`src/design/desc_pkg.sv`:
```
// Purpose: Shared constants for the transfer descriptor slot
// Assumes: 32-bit register port, byte addresses on word boundaries
// Notes: Descriptor words sit at the bottom of the map
package desc_pkg;

  // ==========================================================
  // Sizes
  localparam int DW_W = 32;
  localparam int DESC_WORDS = 8;
  localparam int WORD_IDX_W = 3;
  localparam int ADDR_W = 8;
  localparam int EV_W = 5;
  localparam int FRAME_W = 11;

  // ==========================================================
  // Register offsets
  localparam logic [7:0] OFF_DESC_LAST = 8'h1c;
  localparam logic [7:0] OFF_CTRL = 8'h20;
  localparam logic [7:0] OFF_STATE = 8'h24;
  localparam logic [7:0] OFF_INT_STATUS = 8'h28;
  localparam logic [7:0] OFF_INT_CLEAR = 8'h2c;
  localparam logic [7:0] OFF_INT_ENABLE = 8'h30;
  localparam logic [7:0] OFF_FRAME_TARGET = 8'h34;

  // ==========================================================
  // Reset values
  localparam logic [4:0] INT_ENABLE_RST = 5'h00;
  localparam logic [10:0] FRAME_TARGET_RST = 11'h000;

  // ==========================================================
  // Control register bits
  localparam int CTRL_GO_BIT = 0;

  // ==========================================================
  // Word indices
  localparam logic [2:0] W_HDR = 3'h0;
  localparam logic [2:0] W_ROUTE = 3'h1;
  localparam logic [2:0] W_START = 3'h2;
  localparam logic [2:0] W_RESULT = 3'h3;
  localparam logic [2:0] W_UFRAME = 3'h4;
  localparam logic [2:0] W_CNT_FIRST = 3'h5;
  localparam logic [2:0] W_LAST = 3'h7;

  // ==========================================================
  // Header word fields
  localparam int V_BIT = 0;
  localparam int TOTAL_LSB = 3;
  localparam int TOTAL_W = 15;
  localparam int MPS_LSB = 18;
  localparam int MPS_W = 11;
  localparam int MULT_LSB = 29;
  localparam int MULT_W = 2;
  localparam int EPT0_BIT = 31;

  // Route word fields
  localparam int EPT_HI_LSB = 0;
  localparam int EPT_HI_W = 3;
  localparam int FADDR_LSB = 3;
  localparam int FADDR_W = 7;
  localparam int TOKEN_LSB = 10;
  localparam int TYPE_LSB = 12;
  localparam int SPLIT_BIT = 14;

  // Start word fields
  localparam int START_LSB = 8;
  localparam int START_W = 16;

  // Result word fields
  localparam int DONE_LSB = 0;
  localparam int HALT_BIT = 30;

  // Microframe word fields
  localparam int MASK_LSB = 0;
  localparam int MASK_W = 8;
  localparam int USTAT_LSB = 8;
  localparam int USTAT_W = 3;
  localparam int UCOUNT_W = 12;

  // ==========================================================
  // Codes
  localparam logic [1:0] TOKEN_OUT = 2'h0;
  localparam logic [1:0] TOKEN_IN = 2'h1;
  localparam logic [1:0] TOKEN_SETUP = 2'h2;
  localparam logic [1:0] TOKEN_PING = 2'h3;
  localparam logic [1:0] TYPE_ISO = 2'h1;
  localparam logic [1:0] TYPE_BULK = 2'h2;
  localparam logic [10:0] BULK_MPS_MAX = 11'h200;

  // Event bits
  localparam int EV_DONE = 0;
  localparam int EV_FATAL = 1;
  localparam int EV_UFRAME = 2;
  localparam int EV_SKIP = 3;
  localparam int EV_PARAM = 4;

  typedef enum logic [2:0] {
    ST_IDLE = 3'b000,
    ST_FETCH = 3'b001,
    ST_CHECK = 3'b011,
    ST_RUN = 3'b010,
    ST_WB = 3'b110
  } slot_state_e;

endpackage

```
`src/design/desc_word_ram.sv`:
```
// Purpose: Two-port word memory holding one descriptor
// Assumes: Port b wins when both ports write one word
// Notes: Read data come from a register, one cycle after the address
`timescale 1ns/1ps
module desc_word_ram #(
  parameter int WIDTH = 32,
  parameter int DEPTH = 8,
  parameter int AW = 3
) (
  // Clock and reset
  input wire logic clock,
  input wire logic rst_n,
  // Software port
  input wire logic [AW-1:0] a_addr,
  input wire logic a_wr,
  input wire logic [WIDTH-1:0] a_wdata,
  output logic [WIDTH-1:0] a_rdata,
  // Controller port
  input wire logic [AW-1:0] b_addr,
  input wire logic b_wr,
  input wire logic [WIDTH-1:0] b_wdata,
  output logic [WIDTH-1:0] b_rdata
);

  logic [WIDTH-1:0] mem [DEPTH];

  always_ff @(posedge clock)
  begin
    if (b_wr)
    begin
      mem[b_addr] <= b_wdata;
    end
    if (a_wr && !(b_wr && (a_addr == b_addr)))
    begin
      mem[a_addr] <= a_wdata;
    end
  end

  always_ff @(posedge clock)
  begin
    if (!rst_n)
    begin
      a_rdata <= '0;
      b_rdata <= '0;
    end
    else
    begin
      a_rdata <= mem[a_addr];
      b_rdata <= mem[b_addr];
    end
  end

endmodule

```
`src/design/transfer_descriptor_slot.sv`:
```
// Purpose: Holds one transfer descriptor, hands it to the transaction engine, writes results back
// Assumes: Engine runs on the same clock and only reports while engine_ready is high
// Notes: Software writes the descriptor words, then sets go
//
// Behaviour
// - The header word holds an 11-bit largest packet size in bits 28 to 18.
// - An isochronous descriptor accepts any whole-number packet size.
// - Bits 17 to 3 give the payload total, from one byte up to 20 kB.
// - The valid bit 0 is cleared when execution finishes or a fatal error occurs.
// - The isochronous descriptor spans eight words and reuses the bulk header fields.
// - The route word carries split, 2-bit type, 2-bit token, 7-bit address and upper endpoint bits.
// - One word holds eight 3-bit microframe results above an 8-bit microframe mask.
// - Eight 12-bit received counts fill the top three words, the third and sixth split across word edges.
// - A microframe count is written only with its mask bit set and a matching frame number.
// - Token codes are OUT 00, IN 01, SETUP 10; only the controller makes PING 11; the slot passes a software-written 11 to token_code unchecked.
`timescale 1ns/1ps
module transfer_descriptor_slot #(
  parameter int FRAME_BITS = desc_pkg::FRAME_W
) (
  // Clock and reset
  input wire logic clock,
  input wire logic rst_n,
  // Register port
  input wire logic [desc_pkg::ADDR_W-1:0] reg_addr,
  input wire logic [desc_pkg::DW_W-1:0] reg_wdata,
  input wire logic reg_wr,
  input wire logic reg_rd,
  output logic [desc_pkg::DW_W-1:0] reg_rdata,
  // Interrupt
  output logic irq,
  // Engine request
  output logic xfer_start,
  output logic engine_ready,
  output logic iso_mode,
  output logic split_txn,
  output logic [1:0] endpoint_transfer_type,
  output logic [1:0] token_code,
  output logic [6:0] target_function_addr,
  output logic [3:0] endpoint_number,
  output logic [1:0] packet_mult,
  output logic [10:0] max_packet_bytes,
  output logic [14:0] transfer_byte_total,
  output logic [15:0] payload_ram_start,
  output logic [7:0] microframe_active_mask,
  // Engine results
  input wire logic xfer_done,
  input wire logic [14:0] bytes_done_count,
  input wire logic xfer_fatal,
  input wire logic uframe_done,
  input wire logic [2:0] uframe_index,
  input wire logic [2:0] uframe_result_code,
  input wire logic [11:0] uframe_rx_bytes,
  input wire logic [FRAME_BITS-1:0] uframe_frame
);

  // ==========================================================
  // Declarations
  desc_pkg::slot_state_e state_reg, state_next;
  logic [2:0] idx_reg, idx_next;
  logic cap_reg, cap_next;
  logic [2:0] cap_idx_reg, cap_idx_next;
  logic final_reg, final_next;
  logic start_reg, start_next;
  logic [31:0] desc_reg [8];
  logic [31:0] desc_next [8];
  logic [4:0] int_status_reg, int_status_next;
  logic [4:0] int_enable_reg, int_enable_next;
  logic [FRAME_BITS-1:0] frame_target_reg, frame_target_next;
  logic rd_mem_reg, rd_mem_next;
  logic [31:0] rdata_reg, rdata_next;
  logic [2:0] b_addr;
  logic b_wr;
  logic [31:0] b_wdata;
  logic [31:0] a_rdata;
  logic [31:0] b_rdata;
  logic desc_hit;
  logic go_write;
  logic [4:0] events;
  logic [95:0] counts;
  logic [31:0] hdr;
  logic [31:0] route;

  // ==========================================================
  // Descriptor memory
  assign desc_hit = (reg_addr <= desc_pkg::OFF_DESC_LAST) && (reg_addr[1:0] == 2'h0);

  desc_word_ram #(
    .WIDTH(desc_pkg::DW_W),
    .DEPTH(desc_pkg::DESC_WORDS),
    .AW(desc_pkg::WORD_IDX_W)
  ) u_ram (
    .clock(clock),
    .rst_n(rst_n),
    .a_addr(reg_addr[4:2]),
    .a_wr(reg_wr && desc_hit),
    .a_wdata(reg_wdata),
    .a_rdata(a_rdata),
    .b_addr(b_addr),
    .b_wr(b_wr),
    .b_wdata(b_wdata),
    .b_rdata(b_rdata)
  );

  // ==========================================================
  // Field views
  assign hdr = desc_reg[desc_pkg::W_HDR];
  assign route = desc_reg[desc_pkg::W_ROUTE];
  assign max_packet_bytes = hdr[desc_pkg::MPS_LSB +: desc_pkg::MPS_W];
  assign transfer_byte_total = hdr[desc_pkg::TOTAL_LSB +: desc_pkg::TOTAL_W];
  assign packet_mult = hdr[desc_pkg::MULT_LSB +: desc_pkg::MULT_W];
  assign endpoint_number = {route[desc_pkg::EPT_HI_LSB +: desc_pkg::EPT_HI_W], hdr[desc_pkg::EPT0_BIT]};
  assign target_function_addr = route[desc_pkg::FADDR_LSB +: desc_pkg::FADDR_W];
  assign token_code = route[desc_pkg::TOKEN_LSB +: 2];
  assign endpoint_transfer_type = route[desc_pkg::TYPE_LSB +: 2];
  assign split_txn = route[desc_pkg::SPLIT_BIT];
  assign payload_ram_start = desc_reg[desc_pkg::W_START][desc_pkg::START_LSB +: desc_pkg::START_W];
  assign microframe_active_mask = desc_reg[desc_pkg::W_UFRAME][desc_pkg::MASK_LSB +: desc_pkg::MASK_W];
  assign iso_mode = (endpoint_transfer_type == desc_pkg::TYPE_ISO);
  assign xfer_start = start_reg;
  assign engine_ready = (state_reg == desc_pkg::ST_RUN);
  assign irq = |(int_status_reg & int_enable_reg);
  assign reg_rdata = rd_mem_reg ? a_rdata : rdata_reg;

  // ==========================================================
  // Sequencer next state
  always_comb
  begin
    state_next = state_reg;
    idx_next = idx_reg;
    cap_next = 1'b0;
    cap_idx_next = idx_reg;
    final_next = final_reg;
    start_next = 1'b0;
    events = '0;
    b_addr = idx_reg;
    b_wr = 1'b0;
    b_wdata = desc_reg[idx_reg];
    counts = {desc_reg[7], desc_reg[6], desc_reg[5]};
    for (int i = 0; i < desc_pkg::DESC_WORDS; i++)
    begin
      desc_next[i] = desc_reg[i];
    end
    if (cap_reg)
    begin
      desc_next[cap_idx_reg] = b_rdata;
    end
    go_write = reg_wr && (reg_addr == desc_pkg::OFF_CTRL) && reg_wdata[desc_pkg::CTRL_GO_BIT];
    case (state_reg)
      desc_pkg::ST_IDLE:
      begin
        if (go_write)
        begin
          state_next = desc_pkg::ST_FETCH;
          idx_next = desc_pkg::W_HDR;
        end
      end
      desc_pkg::ST_FETCH:
      begin
        cap_next = 1'b1;
        idx_next = idx_reg + 3'h1;
        if (idx_reg == desc_pkg::W_LAST)
        begin
          state_next = desc_pkg::ST_CHECK;
        end
      end
      desc_pkg::ST_CHECK:
      begin
        if (!hdr[desc_pkg::V_BIT])
        begin
          // Leave the memory untouched
          state_next = desc_pkg::ST_IDLE;
          events[desc_pkg::EV_SKIP] = 1'b1;
        end
        else if ((endpoint_transfer_type == desc_pkg::TYPE_BULK) && (max_packet_bytes > desc_pkg::BULK_MPS_MAX))
        begin
          // Oversized bulk packet refused; iso sizes pass unchecked
          state_next = desc_pkg::ST_IDLE;
          events[desc_pkg::EV_PARAM] = 1'b1;
        end
        else
        begin
          state_next = desc_pkg::ST_RUN;
          start_next = 1'b1;
        end
      end
      desc_pkg::ST_RUN:
      begin
        if (xfer_fatal)
        begin
          desc_next[desc_pkg::W_HDR][desc_pkg::V_BIT] = 1'b0;
          desc_next[desc_pkg::W_RESULT][desc_pkg::HALT_BIT] = 1'b1;
          events[desc_pkg::EV_FATAL] = 1'b1;
          final_next = 1'b1;
          idx_next = desc_pkg::W_HDR;
          state_next = desc_pkg::ST_WB;
        end
        else if (xfer_done)
        begin
          desc_next[desc_pkg::W_HDR][desc_pkg::V_BIT] = 1'b0;
          desc_next[desc_pkg::W_RESULT][desc_pkg::DONE_LSB +: desc_pkg::TOTAL_W] = bytes_done_count;
          events[desc_pkg::EV_DONE] = 1'b1;
          final_next = 1'b1;
          idx_next = desc_pkg::W_HDR;
          state_next = desc_pkg::ST_WB;
        end
        else if (uframe_done && iso_mode)
        begin
          events[desc_pkg::EV_UFRAME] = 1'b1;
          if (microframe_active_mask[uframe_index] && (uframe_frame == frame_target_reg))
          begin
            counts[32'(uframe_index) * desc_pkg::UCOUNT_W +: desc_pkg::UCOUNT_W] = uframe_rx_bytes;
            desc_next[5] = counts[31:0];
            desc_next[6] = counts[63:32];
            desc_next[7] = counts[95:64];
            desc_next[desc_pkg::W_UFRAME][desc_pkg::USTAT_LSB + 32'(uframe_index) * desc_pkg::USTAT_W +:
              desc_pkg::USTAT_W] = uframe_result_code;
            final_next = 1'b0;
            idx_next = desc_pkg::W_UFRAME;
            state_next = desc_pkg::ST_WB;
          end
        end
      end
      desc_pkg::ST_WB:
      begin
        b_wr = 1'b1;
        idx_next = idx_reg + 3'h1;
        if (idx_reg == desc_pkg::W_LAST)
        begin
          state_next = final_reg ? desc_pkg::ST_IDLE : desc_pkg::ST_RUN;
        end
      end
      default:
      begin
        state_next = desc_pkg::ST_IDLE;
      end
    endcase
  end

  always_ff @(posedge clock)
  begin
    if (!rst_n)
    begin
      state_reg <= desc_pkg::ST_IDLE;
      idx_reg <= 3'h0;
      cap_reg <= 1'b0;
      cap_idx_reg <= 3'h0;
      final_reg <= 1'b0;
      start_reg <= 1'b0;
      for (int i = 0; i < desc_pkg::DESC_WORDS; i++)
      begin
        desc_reg[i] <= '0;
      end
    end
    else
    begin
      state_reg <= state_next;
      idx_reg <= idx_next;
      cap_reg <= cap_next;
      cap_idx_reg <= cap_idx_next;
      final_reg <= final_next;
      start_reg <= start_next;
      for (int i = 0; i < desc_pkg::DESC_WORDS; i++)
      begin
        desc_reg[i] <= desc_next[i];
      end
    end
  end

  // ==========================================================
  // Register file next state
  always_comb
  begin
    int_enable_next = int_enable_reg;
    frame_target_next = frame_target_reg;
    int_status_next = int_status_reg;
    if (reg_wr && (reg_addr == desc_pkg::OFF_INT_CLEAR))
    begin
      int_status_next = int_status_reg & ~reg_wdata[desc_pkg::EV_W-1:0];
    end
    // New events win over a clear in the same cycle
    int_status_next = int_status_next | events;
    if (reg_wr && (reg_addr == desc_pkg::OFF_INT_ENABLE))
    begin
      int_enable_next = reg_wdata[desc_pkg::EV_W-1:0];
    end
    if (reg_wr && (reg_addr == desc_pkg::OFF_FRAME_TARGET))
    begin
      frame_target_next = reg_wdata[FRAME_BITS-1:0];
    end
    rd_mem_next = reg_rd && desc_hit;
    rdata_next = '0;
    if (reg_rd)
    begin
      case (reg_addr)
        desc_pkg::OFF_CTRL:
        begin
          rdata_next = {31'h0000_0000, state_reg != desc_pkg::ST_IDLE};
        end
        desc_pkg::OFF_STATE:
        begin
          rdata_next = {26'h000_0000, idx_reg, 3'(state_reg)};
        end
        desc_pkg::OFF_INT_STATUS:
        begin
          rdata_next = {27'h000_0000, int_status_reg};
        end
        desc_pkg::OFF_INT_ENABLE:
        begin
          rdata_next = {27'h000_0000, int_enable_reg};
        end
        desc_pkg::OFF_FRAME_TARGET:
        begin
          rdata_next = 32'(frame_target_reg);
        end
        default:
        begin
          rdata_next = '0;
        end
      endcase
    end
  end

  always_ff @(posedge clock)
  begin
    if (!rst_n)
    begin
      int_status_reg <= '0;
      int_enable_reg <= desc_pkg::INT_ENABLE_RST;
      frame_target_reg <= FRAME_BITS'(desc_pkg::FRAME_TARGET_RST);
      rd_mem_reg <= 1'b0;
      rdata_reg <= '0;
    end
    else
    begin
      int_status_reg <= int_status_next;
      int_enable_reg <= int_enable_next;
      frame_target_reg <= frame_target_next;
      rd_mem_reg <= rd_mem_next;
      rdata_reg <= rdata_next;
    end
  end

endmodule

```
`config.mk`:
```
export PLATFORM = sky130hd
export DESIGN_NAME = transfer_descriptor_slot
export DESIGN_NICKNAME = d
export VERILOG_FILES = /design/src/design/desc_pkg.sv /design/src/design/desc_word_ram.sv /design/src/design/transfer_descriptor_slot.sv
export SDC_FILE = /design/constraint.sdc
export NUM_CORES = 1
export LEC_CHECK = 0
export ABC_CLOCK_PERIOD_IN_PS = 4900
export BUFFER_PORTS_ARGS = -buffer_cell sky130_fd_sc_hd__buf_4
export CORE_UTILIZATION = 25
export CTS_CLUSTER_DIAMETER = 150
export DETAILED_ROUTE_END_ITERATION = 16
export REMOVE_ABC_BUFFERS = 1
export SYNTH_ARGS = -nofsm -noshare
export SYNTH_HDL_FRONTEND = slang
export SYNTH_SLANG_ARGS = --single-unit
```
`constraint.sdc`:
```
create_clock -name clock -period 4.9 [get_ports clock]
set_input_delay 0.98 -clock clock [delete_from_list [all_inputs] [get_ports clock]]
set_output_delay 0.98 -clock clock [all_outputs]
set_load 0.02 [all_outputs]
```
==> results.toml <==
[final_layout]
final_util = 0.291
layout_common_cells = "559 x nand2_1, 363 x dfxtp_1, 325 x mux2_2"
n_antenna_cell = 0
syn_to_final_growth_pct = 15.1
drive_above_1_share = 0.305
layout_commonest_cell = "nand2_1"
num-fill-cells = 13500
final_nets = 3221

[clock_network]
post_cts_buffers = 0
cts_max_path_buffers = 3
htree_levels = 2
cts_resized = 0
path_clk_slew_ns = 0.06
clkSinkCount = 624
cts_tree = "yes"
cts-root-buf = "clkbuf_16"
cts_hold_buf = 0
clkLatencyLatePin_ns = 0.67
cts_buffers = 60

[power]
p_sw_mw = 3.85
switching_share = 0.296
combPwrFrac = 0.172
p_seq_frac = 0.460
p_int_mw = 9.15
power_frac_clock = 0.368
power.density_mw_per_mm2 = 340
leakage_nw = 13.6
peakVddDrop_uv = 298

[synth]
synth_ff_type = "dfxtp_1"
avgSynthCellArea_um2 = 10.8
yosys_warnings = 0
synth_edf_count = 256
ys_seq_area_frac = 0.453
postSynthCellCount = 3092
netlist_area_mm2 = 0.0332
synth_cell_types = 83
synth-seq-cells = 624
async_reset_ff_frac = 0

[sta]
period_needed_ns = 3.95
rsz0062_at_grt = "false"
hold_violations = 0
setup_viol = 0
tightest_slew_ns = 1.20
slew_headroom = 0.190
holdWs_ns = 0.452
timing.final.crit_share = 0.806
finClkSkew_ns = 0.0204
fmax_mhz = 253
maxSlewViolCount = 0

[die]
die_h_um = 367
die_width_um = 367
boundaryPins = 195
core_mm2 = 0.132
num_rows = 133
die_area_mm2 = 0.134
start_util = 0.253

[status]
status = "finished clean"

[detailed_routing]
vias_per_cell = 5.34
route.detailed.drc = 0
first_pass_iters = 6
post_drt_wl_per_cell_um = 25.5
antenna_left = 0
via_count = 26300
routed_wl_um = 126000
drtIter0Drc = 3234

[worst_setup_path]
endpoint_kind = "register"
required_ns = 5.43
critPathKind = "reg2reg"
cp.arrival_ns = 4.48
start_kind = "register"
critPathMaxFanout = 16

[placement]
io_buffers = 194
place_congestion = 0.975
dp_hpwl_um = 86900

[min_path]
hp-class = "reg2reg"

[global_routing]
grt_overflow = 0
grt_pass1_vias = 24900
antenna_found_initial = 8
grt_pass1_wl_um = 181000
grt_max_degree = 147
grt_usage = 0.181

[job]
cap_violations = 0
-- cell families (layout without fill, tap and decap cells) --
logic type,count (synthesis),in the layout,share of synthesized area
AO/OA/AOI/OAI,568,568,0.110
XOR/XNOR,22,22,0.00580
adder cells (fa/ha/maj),13,13,0.00512
buffers and inverters,345,422,0.0476
flip-flops,624,624,0.453
multiplexers,555,555,0.252
AND/OR/NAND/NOR,965,965,0.127
-- power by group through the flow --
| stage | clock network, mW | registers [mW] | logic (mW) |
|---|---|---|---|
| after floorplan | 0 | 6.05 | 1.35 |
| after CTS | 4.83 | 5.98 | 2.23 |
| after global placement | 0 | 6.09 | 2.20 |
| after global routing | 5.03 | 6.01 | 2.38 |
| after detailed placement | 0 | 6.09 | 2.22 |
| final | 4.78 | 5.98 | 2.24 |
-- path summary, 6_finish.rpt --
path	start	to	slack, ns	depth (start not counted)
min	desc_reg[3][20]	desc_reg[3][20]	0.45	2
min reg2reg	desc_reg[3][20]	desc_reg[3][20]	0.45	2
max	state_reg[1]	desc_reg[7][26]	0.95	7
max reg2reg	state_reg[1]	desc_reg[7][26]	0.95	7
-- critical path, stage by stage, from the launching register on --
cell      delay, ns
dfxtp_1        0.71
or3b_4         0.49
or4_4          0.60
or2_1          0.53
o21ai_2        0.74
o21ai_0        0.40
o221ai_1       0.26
a21oi_1        0.07
-- cell type report --
class,instances,area (µm²),area share
Clock buffer,85,1730,0.0451
Clock inverter,29,254,0.00664
Inverter,32,128,0.00333
Multi-Input combinational cell,2123,16800,0.438
Sequential cell,624,15100,0.394
Tap cell,1755,2200,0.0574
Timing Repair Buffer,276,2130,0.0558
-- Yosys cell counts, types with 7 or more instances --
| library cell | n | area share |
|---|---|---|
| buf_1 | 45 | 0.0051 |
| mux4_2 | 193 | 0.13 |
| o221ai_1 | 17 | 0.0045 |
| ha_1 | 12 | 0.0045 |
| a211oi_1 | 30 | 0.0068 |
| a221oi_1 | 17 | 0.0045 |
| nor3_1 | 41 | 0.0062 |
| o31ai_1 | 9 | 0.0020 |
| dfxtp_1 | 368 | 0.22 |
| buf_4 | 68 | 0.015 |
| inv_1 | 29 | 0.0033 |
| o21a_1 | 16 | 0.0036 |
| nand2b_1 | 16 | 0.0030 |
| o22ai_1 | 20 | 0.0038 |
| clkbuf_1 | 179 | 0.020 |
| nor2b_1 | 25 | 0.0047 |
| nor2_1 | 170 | 0.019 |
| xor2_1 | 15 | 0.0040 |
| or3_1 | 13 | 0.0024 |
| and2_1 | 36 | 0.0068 |
| nand4_1 | 7 | 0.0013 |
| a31oi_1 | 13 | 0.0024 |
| nor4_1 | 11 | 0.0021 |
| a311oi_1 | 29 | 0.0076 |
| and3_1 | 9 | 0.0017 |
| nand2_1 | 561 | 0.063 |
| o21ai_0 | 78 | 0.012 |
| a21oi_1 | 234 | 0.035 |
| mux2_2 | 325 | 0.11 |
| a22oi_1 | 15 | 0.0034 |
| mux2i_1 | 37 | 0.011 |
| o32ai_1 | 8 | 0.0021 |
| o221a_2 | 18 | 0.0061 |
| xnor2_1 | 7 | 0.0018 |
| nand3_1 | 42 | 0.0063 |
| buf_2 | 16 | 0.0024 |
| edfxtp_1 | 256 | 0.23 |
-- metal layers --
layer | up-vias | wire (µm) | track usage
met5 | - | 84 | 0
met3 | 195 | 12600 | 0.0403
met1 | 13200 | 51900 | 0.247
met4 | 12 | 3070 | 0.0468
li1 | 11500 | - | -
met2 | 1403 | 58100 | 0.287
-- per-stage QoR --
stage | setup slack [ns] | cells | TNS [ns] | area [µm²] | power (mW)
2_1_floorplan | -1.74 | 2779 | -418.22 | 31800 | 7.40
3_3_place_gp | 0.425 | 4810 | 0 | 36300 | 8.29
3_5_place_dp | 0.419 | 4810 | 0 | 36300 | 8.31
4_1_cts | 1.07 | 4924 | 0 | 38300 | 13.0
5_1_grt | 0.790 | 4924 | 0 | 38300 | 13.4
6_report | 0.953 | 4924 | 0 | 38300 | 13.0
(Power assumes the default switching activity.)
